### src/rtl/lcd_cfg_params.svh
// Purpose: Offsets, field positions, reset values and counts for the LCD clock/blink block
// Assumes: Byte-wide register port, 100 MHz bus clock
// Notes: Most numbers of the block live here once; the divide field, status bits and checks are coded in the RTL
`ifndef LCD_CFG_PARAMS_SVH
`define LCD_CFG_PARAMS_SVH

`define LCD_SEG_BYTES 21
`define LCD_SEG_COUNT 164
`define LCD_OFS_CMD 8'h20
`define LCD_OFS_CLKS 8'h21
`define LCD_OFS_SUPPLY 8'h22
`define LCD_OFS_BCTL 8'h23
`define LCD_OFS_STATUS 8'h24

`define LCD_BANK_SEL_BIT 3
`define LCD_CLK_SRC_BIT 7
`define LCD_PRESCALE_BIT 6
`define LCD_PUMP_EN_BIT 7
`define LCD_PUMP_MODE_BIT 6
`define LCD_PUMP_ADJ_LSB 4
`define LCD_STRONG_BUF_BIT 3
`define LCD_BUF_BYPASS_BIT 2
`define LCD_SUPPLY_SEL_LSB 0
`define LCD_BLINK_CMD_BIT 7
`define LCD_BLINK_SCOPE_BIT 3
`define LCD_BLINK_RATE_LSB 0

`define LCD_CLKS_RESET 8'h00
`define LCD_SUPPLY_RESET 8'h00
`define LCD_BCTL_RESET 8'h00

`define LCD_PRESCALE_DIV 16
`define LCD_PUMP_DIV 6
`define LCD_BLINK_EXP 5

`endif

### src/rtl/lcd_cfg_pkg.sv
// Purpose: Types shared by the LCD clock/blink block
// Assumes: Constants come from lcd_cfg_params.svh
// Notes: Carrier structs and the blink state enum only
package lcd_cfg_pkg;

   typedef struct packed {
      logic wr;
      logic rd;
      logic [7:0] addr;
      logic [7:0] wdata;
   } bus_req_type;

   typedef struct packed {
      logic pump_enable;
      logic internal_bias;
      logic pump_tripler;
      logic strong_buffer;
      logic buffer_bypass;
      logic [1:0] supply_select;
   } supply_ctrl_type;

   typedef enum logic [2:0] {
      BLINK_IDLE = 3'b001,
      BLINK_ON = 3'b010,
      BLINK_OFF = 3'b100
   } blink_state_type;

endpackage

### src/rtl/segment_memory.sv
// Purpose: Two banks of segment bits, on/off and blink-enable
// Assumes: One write port, bank chosen by the caller
// Notes: Bits above the last segment are held at zero
`include "lcd_cfg_params.svh"
module segment_memory #(
   parameter int SEG_BYTES = `LCD_SEG_BYTES,
   parameter int SEG_COUNT = `LCD_SEG_COUNT
) (
   input wire logic i_clk,
   input wire logic i_rst,
   input wire logic i_wr_en,
   input wire logic i_bank,
   input wire logic [$clog2(SEG_BYTES)-1:0] i_index,
   input wire logic [7:0] i_wdata,
   output logic [8*SEG_BYTES-1:0] o_on_bits,
   output logic [8*SEG_BYTES-1:0] o_blink_bits
);
   localparam int LAST_BITS = SEG_COUNT - 8 * (SEG_BYTES - 1);
   localparam logic [7:0] LAST_MASK = 8'((16'h0001 << LAST_BITS) - 16'h0001);

   logic [8*SEG_BYTES-1:0] on_q, on_d, blink_q, blink_d;
   logic [7:0] wmasked;

   always_comb begin
      on_d = on_q;
      blink_d = blink_q;
      wmasked = (32'(i_index) == SEG_BYTES - 1) ? (i_wdata & LAST_MASK) : i_wdata;
      if (i_wr_en) begin
         if (i_bank) begin
            blink_d[8*i_index +: 8] = wmasked;
         end else begin
            on_d[8*i_index +: 8] = wmasked;
         end
      end
   end

   always_ff @(posedge i_clk) begin
      if (i_rst) begin
         on_q <= '0;
         blink_q <= '0;
      end else begin
         on_q <= on_d;
         blink_q <= blink_d;
      end
   end

   assign o_on_bits = on_q;
   assign o_blink_bits = blink_q;
endmodule

### src/rtl/lcd_clock_supply_blink.sv
// Purpose: LCD base clock, charge pump controls, segment banks and blinking
// Assumes: i_frame_start is a one-cycle pulse from the waveform generator on i_clk
// Notes: The external reference is a pin and is synchronised; bus clock source ticks every cycle
`include "lcd_cfg_params.svh"

module lcd_clock_supply_blink #(
   parameter int SEG_BYTES = `LCD_SEG_BYTES,
   parameter int SEG_COUNT = `LCD_SEG_COUNT
) (
   input wire logic i_clk,
   input wire logic i_rst,
   input lcd_cfg_pkg::bus_req_type i_bus,
   input wire logic i_ext_ref_clk,
   input wire logic i_frame_start,
   output logic [7:0] o_rdata,
   output logic [8*SEG_BYTES-1:0] o_segment_on,
   output logic o_segment_base_tick,
   output logic o_pump_clk,
   output lcd_cfg_pkg::supply_ctrl_type o_supply,
   output logic o_blink_off_phase
);
   localparam int IW = $clog2(SEG_BYTES);
   localparam int SB = 8 * SEG_BYTES;

   // Register file
   logic bank_q, bank_d;
   logic [7:0] clks_q, clks_d, supply_q, supply_d, bctl_q, bctl_d, rdata_q, rdata_d;
   logic seg_sel, seg_wr;
   logic [IW-1:0] seg_idx;
   logic [SB-1:0] on_bits, blink_bits;
   lcd_cfg_pkg::blink_state_type state_q, state_d;

   assign seg_sel = 32'(i_bus.addr) < SEG_BYTES;
   assign seg_idx = i_bus.addr[IW-1:0];
   assign seg_wr = i_bus.wr && seg_sel;

   segment_memory #(.SEG_BYTES(SEG_BYTES), .SEG_COUNT(SEG_COUNT)) u_mem (
      .i_clk(i_clk),
      .i_rst(i_rst),
      .i_wr_en(seg_wr),
      .i_bank(bank_q),
      .i_index(seg_idx),
      .i_wdata(i_bus.wdata),
      .o_on_bits(on_bits),
      .o_blink_bits(blink_bits)
   );

   always_comb begin
      bank_d = bank_q;
      clks_d = clks_q;
      supply_d = supply_q;
      bctl_d = bctl_q;
      rdata_d = 8'h00;
      if (i_bus.wr) begin
         case (i_bus.addr)
            `LCD_OFS_CMD: bank_d = i_bus.wdata[`LCD_BANK_SEL_BIT];
            `LCD_OFS_CLKS: clks_d = i_bus.wdata;
            `LCD_OFS_SUPPLY: supply_d = i_bus.wdata;
            `LCD_OFS_BCTL: bctl_d = i_bus.wdata;
            default: ;
         endcase
      end
      if (i_bus.rd) begin
         if (seg_sel) begin
            // Bank select decides which flags a read returns
            rdata_d = bank_q ? blink_bits[8*seg_idx +: 8] : on_bits[8*seg_idx +: 8];
         end else begin
            case (i_bus.addr)
               `LCD_OFS_CMD: rdata_d = 8'(bank_q) << `LCD_BANK_SEL_BIT;
               `LCD_OFS_CLKS: rdata_d = clks_q;
               `LCD_OFS_SUPPLY: rdata_d = supply_q;
               `LCD_OFS_BCTL: rdata_d = bctl_q;
               `LCD_OFS_STATUS: rdata_d = {6'h00, state_q == lcd_cfg_pkg::BLINK_OFF,
                                           state_q != lcd_cfg_pkg::BLINK_IDLE};
               default: rdata_d = 8'h00;
            endcase
         end
      end
   end

   always_ff @(posedge i_clk) begin
      if (i_rst) begin
         bank_q <= 1'b0;
         clks_q <= `LCD_CLKS_RESET;
         supply_q <= `LCD_SUPPLY_RESET;
         bctl_q <= `LCD_BCTL_RESET;
         rdata_q <= 8'h00;
      end else begin
         bank_q <= bank_d;
         clks_q <= clks_d;
         supply_q <= supply_d;
         bctl_q <= bctl_d;
         rdata_q <= rdata_d;
      end
   end

   // Clock chain: source, prescaler, divider, pump clock
   logic [2:0] ref_sync_q, ref_sync_d;
   logic ref_lvl_q, ref_lvl_d, ref_rise, src_tick, pre_tick;
   logic [3:0] pre_cnt_q, pre_cnt_d;
   logic [5:0] div_cnt_q, div_cnt_d, div_field, pump_cnt_q, pump_cnt_d, pump_half;
   logic base_q, base_d, pump_q, pump_d;
   logic [1:0] pump_adj;

   assign div_field = clks_q[5:0];
   assign pump_adj = supply_q[`LCD_PUMP_ADJ_LSB +: 2];
   assign ref_rise = ref_sync_q[1] && ref_sync_q[2] && !ref_lvl_q;
   assign src_tick = clks_q[`LCD_CLK_SRC_BIT] ? 1'b1 : ref_rise;
   assign pre_tick = src_tick && (!clks_q[`LCD_PRESCALE_BIT] ||
                                  pre_cnt_q == 4'(`LCD_PRESCALE_DIV - 1));
   // Half pump period in base ticks: 3 * 2^(field+1)
   assign pump_half = 6'((`LCD_PUMP_DIV / 2) << ({1'b0, pump_adj} + 3'd1));

   always_comb begin
      ref_sync_d = {ref_sync_q[1:0], i_ext_ref_clk};
      ref_lvl_d = (ref_sync_q[1] == ref_sync_q[2]) ? ref_sync_q[2] : ref_lvl_q;
      pre_cnt_d = pre_cnt_q;
      if (src_tick) begin
         pre_cnt_d = (pre_cnt_q == 4'(`LCD_PRESCALE_DIV - 1)) ? 4'h0 : pre_cnt_q + 4'h1;
      end
      div_cnt_d = div_cnt_q;
      base_d = 1'b0;
      if (pre_tick) begin
         // A shrunk field is caught by the compare so the count never runs away
         if (div_cnt_q >= div_field) begin
            div_cnt_d = 6'h00;
            base_d = 1'b1;
         end else begin
            div_cnt_d = div_cnt_q + 6'h01;
         end
      end
      pump_cnt_d = pump_cnt_q;
      pump_d = pump_q;
      if (!supply_q[`LCD_PUMP_EN_BIT]) begin
         pump_cnt_d = 6'h00;
         pump_d = 1'b0;
      end else if (base_q) begin
         if (pump_cnt_q >= pump_half - 6'h01) begin
            pump_cnt_d = 6'h00;
            pump_d = !pump_q;
         end else begin
            pump_cnt_d = pump_cnt_q + 6'h01;
         end
      end
   end

   always_ff @(posedge i_clk) begin
      if (i_rst) begin
         ref_sync_q <= 3'h0;
         ref_lvl_q <= 1'b0;
         pre_cnt_q <= 4'h0;
         div_cnt_q <= 6'h00;
         base_q <= 1'b0;
         pump_cnt_q <= 6'h00;
         pump_q <= 1'b0;
      end else begin
         ref_sync_q <= ref_sync_d;
         ref_lvl_q <= ref_lvl_d;
         pre_cnt_q <= pre_cnt_d;
         div_cnt_q <= div_cnt_d;
         base_q <= base_d;
         pump_cnt_q <= pump_cnt_d;
         pump_q <= pump_d;
      end
   end

   // Blink sequencer
   logic [10:0] blink_cnt_q, blink_cnt_d, half_last;
   logic [2:0] rate_q, rate_d;
   logic scope_q, scope_d;
   logic [SB-1:0] seg_d, seg_q;
   lcd_cfg_pkg::supply_ctrl_type supply_d_s, supply_s_q;

   assign half_last = 11'((12'h0001 << (`LCD_BLINK_EXP - 1 + rate_q)) - 12'h0001);

   always_comb begin
      state_d = state_q;
      blink_cnt_d = blink_cnt_q;
      rate_d = rate_q;
      scope_d = scope_q;
      if (i_frame_start) begin
         rate_d = bctl_q[`LCD_BLINK_RATE_LSB +: 3];
         scope_d = bctl_q[`LCD_BLINK_SCOPE_BIT];
         if (!bctl_q[`LCD_BLINK_CMD_BIT]) begin
            state_d = lcd_cfg_pkg::BLINK_IDLE;
         end else if (state_q == lcd_cfg_pkg::BLINK_IDLE) begin
            state_d = lcd_cfg_pkg::BLINK_ON;
            blink_cnt_d = 11'h000;
         end
      end
      if (state_q != lcd_cfg_pkg::BLINK_IDLE && state_d != lcd_cfg_pkg::BLINK_IDLE &&
          base_q && !(i_frame_start && state_q == lcd_cfg_pkg::BLINK_IDLE)) begin
         if (blink_cnt_q >= half_last) begin
            blink_cnt_d = 11'h000;
            unique case (state_q)
               lcd_cfg_pkg::BLINK_ON: state_d = lcd_cfg_pkg::BLINK_OFF;
               lcd_cfg_pkg::BLINK_OFF: state_d = lcd_cfg_pkg::BLINK_ON;
               lcd_cfg_pkg::BLINK_IDLE: state_d = lcd_cfg_pkg::BLINK_IDLE;
            endcase
         end else begin
            blink_cnt_d = blink_cnt_q + 11'h001;
         end
      end
      // Off half blanks either every segment or those with both flags set
      seg_d = on_bits;
      if (state_q == lcd_cfg_pkg::BLINK_OFF) begin
         seg_d = scope_q ? '0 : (on_bits & ~blink_bits);
      end
      supply_d_s.pump_enable = supply_q[`LCD_PUMP_EN_BIT];
      supply_d_s.internal_bias = supply_q[`LCD_PUMP_EN_BIT];
      supply_d_s.pump_tripler = supply_q[`LCD_PUMP_MODE_BIT];
      supply_d_s.strong_buffer = supply_q[`LCD_STRONG_BUF_BIT];
      supply_d_s.buffer_bypass = supply_q[`LCD_BUF_BYPASS_BIT];
      supply_d_s.supply_select = supply_q[`LCD_SUPPLY_SEL_LSB +: 2];
   end

   always_ff @(posedge i_clk) begin
      if (i_rst) begin
         state_q <= lcd_cfg_pkg::BLINK_IDLE;
         blink_cnt_q <= 11'h000;
         rate_q <= 3'h0;
         scope_q <= 1'b0;
         seg_q <= '0;
         supply_s_q <= '0;
      end else begin
         state_q <= state_d;
         blink_cnt_q <= blink_cnt_d;
         rate_q <= rate_d;
         scope_q <= scope_d;
         seg_q <= seg_d;
         supply_s_q <= supply_d_s;
      end
   end

   assign o_rdata = rdata_q;
   assign o_segment_on = seg_q;
   assign o_segment_base_tick = base_q;
   assign o_pump_clk = pump_q;
   assign o_supply = supply_s_q;
   assign o_blink_off_phase = state_q[2]; // One-hot bit of the off state, straight from a flop
endmodule

### config.mk
export PLATFORM = sky130hd
export DESIGN_NAME = lcd_clock_supply_blink
export DESIGN_NICKNAME = d
export VERILOG_FILES = /design/src/rtl/lcd_cfg_pkg.sv /design/src/rtl/segment_memory.sv /design/src/rtl/lcd_clock_supply_blink.sv
export VERILOG_INCLUDE_DIRS = /design/src /design/src/rtl
export SDC_FILE = /design/constraint.sdc
export NUM_CORES = 1
export LEC_CHECK = 0
export BUFFER_PORTS_ARGS = -buffer_cell sky130_fd_sc_hd__buf_2
export CORE_MARGIN = 2
export CORE_UTILIZATION = 40
export CTS_CLUSTER_DIAMETER = 150
export CTS_CLUSTER_SIZE = 8
export DETAILED_ROUTE_END_ITERATION = 6
export PLACE_DENSITY = 0.55
export SLEW_MARGIN = 20
export SYNTH_ARGS = -nofsm -noshare
export SYNTH_HDL_FRONTEND = slang
export SYNTH_SLANG_ARGS = --single-unit
### constraint.sdc
create_clock -name i_clk -period 4.3 [get_ports i_clk]
set_input_delay 0.215 -clock i_clk [delete_from_list [all_inputs] [get_ports i_clk]]
set_output_delay 0.215 -clock i_clk [all_outputs]
set_load 0.03 [all_outputs]
==> qor.csv, run 1 <==
stage,metric,value,unit
status,status,"complete, no violations",
sta,final setup fails,0,
sta,Slew HR,0.318,
synth,"top cells by count, synth","dfxtp_1, nand2_1, mux2i_1",
synth,Synth area leaders,"dfxtp_1, mux2i_1, mux4_2, nand2_1, o21ai_0",
floorplanning,Initial Util,0.402,
worst_setup_path,critical path launch point type,register,
synth,Synth Warn #,0,
synth,#FFs+latches synth,583,
floorplanning,die area,63700,um^2
placed_design,Final GP Congestion,0.950,
synth,post-synthesis sequential area ratio,0.473,
drt,Post-DRT Antenna Nets,0,
drt,drt pass-1 iters,7,
sta,Worst Max-Slew Pin Slew,1.02,ns
drt,Post-Route WL,85300,um
cts,CTS buffer count,82,
floorplanning,row cnt,91,
worst_setup_path,Worst Path Required,4.80,ns
floorplanning,number of primary I/O pins,208,
synth,leading area contributor after synthesis,dfxtp_1,
cts,CTS tree,yes,
cts,clock slew at reported path FFs,0.05,ns
worst_setup_path,Worst Path Max Fanout,48,
run,Max-Cap Viols,0,
power_and_ir_drop,switching portion of total power,0.230,
worst_setup_path,Crit path max-delay family,simple AND/OR/NAND/NOR gates,
sta,final worst slack,1.10,ns
drt,vias per inst,5.83,
synth,area fraction of the dominant cell type after synthesis,0.473,
synth,Synth Instances,2569,
grt,first-pass GRT wire length,127000,um
power_and_ir_drop,Net Sw Power,0.00268,W
sta,minimum clock period,3.20,ns
cts,Resize count post-CTS,0,
power_and_ir_drop,Gate power share,0.040,
power_and_ir_drop,Cell Pwr Density,405,nW/um^2
grt,pin count of the biggest net entering global routing,193,
placed_design,DP HPWL,58700,um
power_and_ir_drop,Seq pwr share,0.466,
cts,clk buf depth,3,
synth,top-count cell post-synth,dfxtp_1,
cts,postcts setup bufs,0,
layout,Util after Layout,0.468,
power_and_ir_drop,internal power,0.00896,W
worst_hold_path,min-delay worst type,in2reg,
drt,1st-iter DRT viols,2179,
placed_design,DP Worst Slack,0.795,ns
drt,DRC,0,
layout,layout cells sized above 1,0.172,
floorplanning,die width,252,um
sta,Fin Clk Skew,0.0350,ns
power_and_ir_drop,leakage,10.9,nW
cts,root buffer cell,clkbuf_16,
worst_setup_path,Worst Path Arrival,3.69,ns
cts,Sink Count,583,
layout,"Area growth, synth to finish",16.5,%
floorplanning,core outline area,61400,um^2
sta,Final Cycle Share,0.744,
sta,TNS Setup,0,ns
drt,via count,20700,
power_and_ir_drop,Clock Power Share,0.495,
floorplanning,chip height,252,um
cts,clock latency at the later pin of the worst-skew pair,0.64,ns
worst_setup_path,Critical-path top delay cell,dfxtp_4,
sta,RSZ-0062 raised after global routing,no,
grt,initial antenna violation count,2,
synth,"Top FF cell, synth",dfxtp_1,
worst_setup_path,crit-path cells,inv_1 -> nor2_1 -> nand4_1 -> nand3_1 -> o21ai_0,
sta,Final Hold Viols,0,
synth,Yosys cell types,74,
synth,count of flip-flops with a built-in enable after synthesis,0,
worst_setup_path,crit-path max cell delay,0.90,ns
worst_setup_path,crit end category,register,
grt,GRT overflow,0,
drt,wire length per cell,24.0,um
placed_design,PortBufs,207,
sta,Fmax,0.313,GHz
worst_setup_path,Critical path buffers and inverters,1,
layout,Layout Nets,2799,
synth,Synth Cell Area,24700,um^2
grt,global-route usage over all layers,0.263,
sta,Hold WS,0.0783,ns
synth,Async SR Flop Fraction,0,
power_and_ir_drop,worst vdd ir,0.250,mV
cts,H-tree depth,3,
synth,Mean Syn Cell Area,9.60,um^2
grt,vias in the first global route,19700,
sta,Final Max Slew Viols,0,
worst_setup_path,critical path class,reg2reg,
## worst paths after layout
path	cells after the start	start	end	slack, ns
setup / recovery	5	bank_q	u_mem.o_blink_bits[8]	1.10
setup reg to reg	5	bank_q	u_mem.o_blink_bits[8]	1.10
hold reg to reg	1	ref_sync_q[0]	ref_sync_q[1]	0.45
hold / removal	4	i_bus[17]	bank_q	0.08
## cells in the final DEF, fill, tap and decap left out, drive strengths merged, types with 20 or more instances in the layout
cell,n
nor2,194
ha,32
a21oi,48
nor3,20
clkbuf,87
o21a,98
dfxtp,583
o21ai,229
buf,254
nand3,176
and3,81
nand4,34
mux4,73
nand2,368
inv,21
nor2b,25
mux2i,259
## power groups by stage
| stage | clock network [W] | registers [W] | logic [W] |
|---|---|---|---|
| CTS | 0.00587 | 0.00542 | 0.000447 |
| global placement | 0 | 0.00553 | 0.000435 |
| floorplan | 0 | 0.00553 | 0.000271 |
| global route | 0.00609 | 0.00541 | 0.000479 |
| detailed placement | 0 | 0.00553 | 0.000439 |
| finish | 0.00576 | 0.00542 | 0.000462 |
## cell type report
| cell class | instances | area [um^2] |
|---|---|---|
| fill | 5683 | 32600 |
| multi-input combinational | 1795 | 12200 |
| sequential | 583 | 11700 |
| clock buffer | 87 | 2110 |
| timing repair buffer | 263 | 1550 |
| tap | 790 | 988 |
| inverter | 20 | 82.6 |
| clock inverter | 5 | 66.3 |
| antenna | 5 | 12.5 |
## metal layers
layer,routed length [um],vias up,track usage
met2,38400,963,0.404
li1,-,9431,-
met3,7080,147,0.0460
met4,2640,0,0.0977
met5,0,-,0
met1,37200,10200,0.370
## logic make-up (layout without fill, tap and decap cells)
group | after synthesis | in the layout | synth area share
adders and majority gates | 32 | 32 | 0.0162
and+or+nand+nor | 969 | 969 | 0.192
DFF | 583 | 583 | 0.473
buffers and inverters | 192 | 375 | 0.0309
other | 2 | 8 | 0.000304
muxes | 340 | 340 | 0.175
AOI/OAI and AO/OA | 435 | 435 | 0.106
xor gates and xnor gates | 16 | 16 | 0.00568
## registers in the layout, indices dropped and copies added, names as in the netlist
signal,flops
u_mem.o_blink_bits,168
rate_q,3
bctl_q,8
supply_q,8
o_segment_base_tick,1
ref_lvl_q,1
o_supply,6
scope_q,1
o_segment_on,168
bank_q,1
ref_sync_q,3
pre_cnt_q,4
div_cnt_q,6
blink_cnt_q,11
o_rdata,8
clks_q,8
o_pump_clk,1
u_mem.o_on_bits,168
state_q,3
pump_cnt_q,6
## through the flow
step	area, um^2	std cells	power (W)
CTS	28700	3543	0.0117
global placement	26500	3442	0.00596
detailed placement	26500	3442	0.00596
finish	28700	3548	0.0116
global route	28700	3543	0.0120
floorplan	24700	2570	0.00580
## repair_timing
item                                    CTS  global route
hold buffers                              9             0
endpoints found under the hold margin    36             0
endpoints found under the setup margin    0             0
## tightest hold or removal path, cell delays in order
cell     delay (ns)
buf_2          0.17
nand4_1        0.12
mux2i_1        0.07
nor2_1         0.07
No activity file was read; power rests on OpenSTA's default activity.
==> inputs of run 2 (changes only) <==
--- a/config.mk
+++ b/config.mk
@@ -6,13 +6,14 @@
 export SDC_FILE = /design/constraint.sdc
 export NUM_CORES = 1
 export LEC_CHECK = 0
+export ABC_AREA = 1
 export BUFFER_PORTS_ARGS = -buffer_cell sky130_fd_sc_hd__buf_2
 export CORE_MARGIN = 2
 export CORE_UTILIZATION = 40
 export CTS_CLUSTER_DIAMETER = 150
 export CTS_CLUSTER_SIZE = 8
 export DETAILED_ROUTE_END_ITERATION = 6
-export PLACE_DENSITY = 0.55
+export PLACE_DENSITY = 0.57
 export SLEW_MARGIN = 20
 export SYNTH_ARGS = -nofsm -noshare
 export SYNTH_HDL_FRONTEND = slang
==> constraint.sdc (replaced) <==
create_clock -name i_clk -period 2.74 [get_ports i_clk]
set_input_delay 0.137 -clock i_clk [delete_from_list [all_inputs] [get_ports i_clk]]
set_output_delay 0.137 -clock i_clk [all_outputs]
set_load 0.03 [all_outputs]
==> run 2 against run 1 <==
Against the previous run:
- combinational power grew 140%
- die area grew 9.2%
- core utilization grew 1.5 points
- sequential cell count is the same
- clock power grew 58%
- register-to-register slack lost 0.74 ns
- critical path type unchanged
- cell count grew 45%
==> qor.csv, run 2 <==
stage,metric,value,unit
drt,DRC,0,
power_and_ir_drop,worst vdd ir,0.437,mV
layout,most frequent cells in the layout,"nand2_1, dfxtp_1, inv_1",
sta,Worst Max-Slew Pin Slew,0.827,ns
cts,clock slew at reported path FFs,0.06,ns
drt,drt pass-1 iters,7,
power_and_ir_drop,Net Sw Power,0.00452,W
drt,vias per inst,5.21,
power_and_ir_drop,Gate power share,0.060,
drt,wire length per cell,19.1,um
synth,top-count cell post-synth,nand2_1,
layout,"commonest non-fill, non-tap cell in the layout",nand2_1,
power_and_ir_drop,PnR Total Power,0.0187,W
drt,Met3 Wirelength,7830,um
status,status,"complete, no violations",
power_and_ir_drop,Seq pwr share,0.455,
worst_setup_path,critical path class,reg2reg,
layout,layout cells sized above 1,0.133,
worst_setup_path,CP Launch Point,bank_q,
synth,Async SR Flop Fraction,0,
synth,Synth area leaders,"dfxtp_1, nand2_1, nand3_1, inv_1, o21ai_0",
worst_setup_path,critical path launch point type,register,
cts,root buffer cell,clkbuf_16,
worst_setup_path,crit end category,register,
synth,count of flip-flops with a built-in enable after synthesis,0,
sta,Slew HR,0.445,
placed_design,Final GP Congestion,0.950,
drt,met1 WL,42100,um
floorplanning,core outline area,66900,um^2
worst_setup_path,crit-path cells,buf_12 -> nand2_1 -> nand3_1 -> nand3_1 -> nand2_1 -> nand2_1 -> nand2_1 -> nor2_1 -> nand2_1 -> nand2_1 -> a21oi_1,
worst_setup_path,crit-path max cell delay,0.54,ns
worst_setup_path,Worst Path Required,3.28,ns
worst_setup_path,Reg-to-Reg End,o_rdata[5],
power_and_ir_drop,leakage,15.6,nW
grt,initial antenna violation count,1,
power_and_ir_drop,internal power,0.0142,W
sta,final setup fails,0,
sta,Final Max Slew Viols,0,
floorplanning,die width,264,um
worst_setup_path,FF-to-FF Start,bank_q,
floorplanning,Initial Util,0.403,
synth,leading area contributor after synthesis,dfxtp_1,
cts,CTS tree,yes,
floorplanning,chip height,264,um
floorplanning,die area,69500,um^2
synth,Mean Syn Cell Area,6.76,um^2
sta,Final Cycle Share,0.868,
cts,Sink Count,583,
placed_design,placed inst area,30000,um^2
synth,Synth Cell Area,27000,um^2
floorplanning,number of primary I/O pins,208,
worst_setup_path,CP most frequent cell,nand2_1,
synth,Synth Warn #,0,
cts,clk buf depth,3,
placed_design,DP HPWL,68100,um
grt,vias in the first global route,24500,
grt,first-pass GRT wire length,149000,um
grt,GRT overflow,0,
synth,Synth Instances,3991,
worst_setup_path,Worst Path Arrival,2.91,ns
drt,Post-DRT Antenna Nets,0,
drt,via count,26800,
worst_setup_path,Reg2Reg Setup Slack,0.36,ns
worst_setup_path,Crit path max-delay family,simple AND/OR/NAND/NOR gates,
sta,TNS Setup,0,ns
sta,Final Hold Viols,0,
power_and_ir_drop,Cell Pwr Density,579,nW/um^2
cts,CTS buffer count,82,
worst_setup_path,Worst Path Max Fanout,93,
sta,Fmax,0.420,GHz
placed_design,PortBufs,207,
cts,H-tree depth,3,
cts,Resize count post-CTS,0,
drt,met2 WL post-DR,44400,um
worst_setup_path,Critical path buffers and inverters,1,
power_and_ir_drop,Clock Power Share,0.486,
worst_setup_path,R2R depth,11,
worst_setup_path,Crit path depth,11,
layout,Util after Layout,0.483,
worst_hold_path,min-delay worst type,in2reg,
sta,RSZ-0062 raised after global routing,no,
synth,Yosys cell types,43,
synth,#FFs+latches synth,583,
synth,area fraction of the dominant cell type after synthesis,0.433,
worst_hold_path,Worst Hold Depth,5,
layout,Layout Nets,4307,
synth,"top cells by count, synth","nand2_1, dfxtp_1, inv_1",
sta,Hold WS,0.0344,ns
run,Max-Cap Viols,0,
sta,minimum clock period,2.38,ns
grt,global-route usage over all layers,0.276,
synth,"Top FF cell, synth",dfxtp_1,
synth,post-synthesis sequential area ratio,0.433,
drt,1st-iter DRT viols,2711,
drt,Post-Route WL,98100,um
floorplanning,row cnt,95,
layout,post-route cell area,32400,um^2
cts,postcts setup bufs,0,
sta,Fin Clk Skew,0.0270,ns
worst_setup_path,worst setup path end,o_rdata[5],
layout,"Area growth, synth to finish",19.9,%
worst_setup_path,Critical-path top delay cell,dfxtp_4,
drt,highest routed layer,met4,
cts,clock latency at the later pin of the worst-skew pair,0.64,ns
power_and_ir_drop,switching portion of total power,0.241,
grt,pin count of the biggest net entering global routing,103,
-- run 2: cell count changes after synthesis, sizes merged, moves of 159 or more --
cell / before / now
nor2: 194 / 474
mux2i: 259 / 0
o21ai: 229 / 388
nand3: 176 / 423
nand2: 368 / 842
inv: 19 / 542
a21oi: 48 / 270
-- run 2: area by class of cell --
class	count	area, um^2
clock buffer	88	2140
clock inverter	2	17.5
tap	873	1090
timing repair buffer	426	3160
sequential	583	11700
fill	6896	34600
inverter	543	2050
multi-input combinational	2617	12200
antenna	1	2.50
-- run 2: power groups by stage --
stage          logic (W)  registers, W  clock network [W]
2_1_floorplan   0.000590       0.00869                  0
3_3_place_gp     0.00107       0.00869                  0
3_5_place_dp     0.00107       0.00869                  0
4_1_cts          0.00109       0.00852            0.00926
5_1_grt          0.00118       0.00851            0.00957
6_report         0.00112       0.00852            0.00910
-- run 2: what timing repair did --
| action | in CTS | in global routing |
|---|---|---|
| endpoints found under the hold margin | 44 | 0 |
| setup endpoints to repair | 0 | 0 |
| hold buffers | 15 | 0 |
-- run 2: tightest hold or removal path, delay by kind of cell --
family                 cells  cell delay (ns)
buffers and inverters      1             0.14
and+or+nand+nor            2             0.18
AOI/OAI and AO/OA          2             0.17
-- run 2: kinds of logic after synthesis --
logic type | Yosys count | share of synthesized area
XOR/XNOR | 11 | 0.00357
buffers and inverters | 792 | 0.115
adder cells (fa/ha/maj) | 32 | 0.0148
flip-flops | 583 | 0.433
AND/OR/NAND/NOR | 1856 | 0.297
AO/OA/AOI/OAI | 715 | 0.137
other | 2 | 0.000278
-- run 2: per-stage QoR --
step / instances / setup WS, ns
3_3_place_gp: 5027 / 0.194
3_5_place_dp: 5027 / 0.205
2_1_floorplan: 3992 / 0.00437
5_1_grt: 5133 / 0.293
4_1_cts: 5132 / 0.425
6_report: 5133 / 0.361
-- run 2: worst min-delay path by stage --
stage,from,endpoint,slack [ns]
2_1_floorplan,i_rst,o_supply[5],0.24
6_report,i_bus[11],bank_q,0.03
3_5_place_dp,i_ext_ref_clk,ref_sync_q[0],0.35
4_1_cts,i_bus[11],bank_q,0.005
3_3_place_gp,i_ext_ref_clk,ref_sync_q[0],0.34
5_1_grt,i_bus[12],u_mem.o_on_bits[4],0.06
-- run 2: metal layers --
| layer | up-vias | global-route usage |
|---|---|---|
| li1 | 13200 | - |
| met1 | 12300 | 0.373 |
| met2 | 1026 | 0.436 |
| met3 | 194 | 0.0471 |
| met4 | 0 | 0.113 |
| met5 | - | 0 |
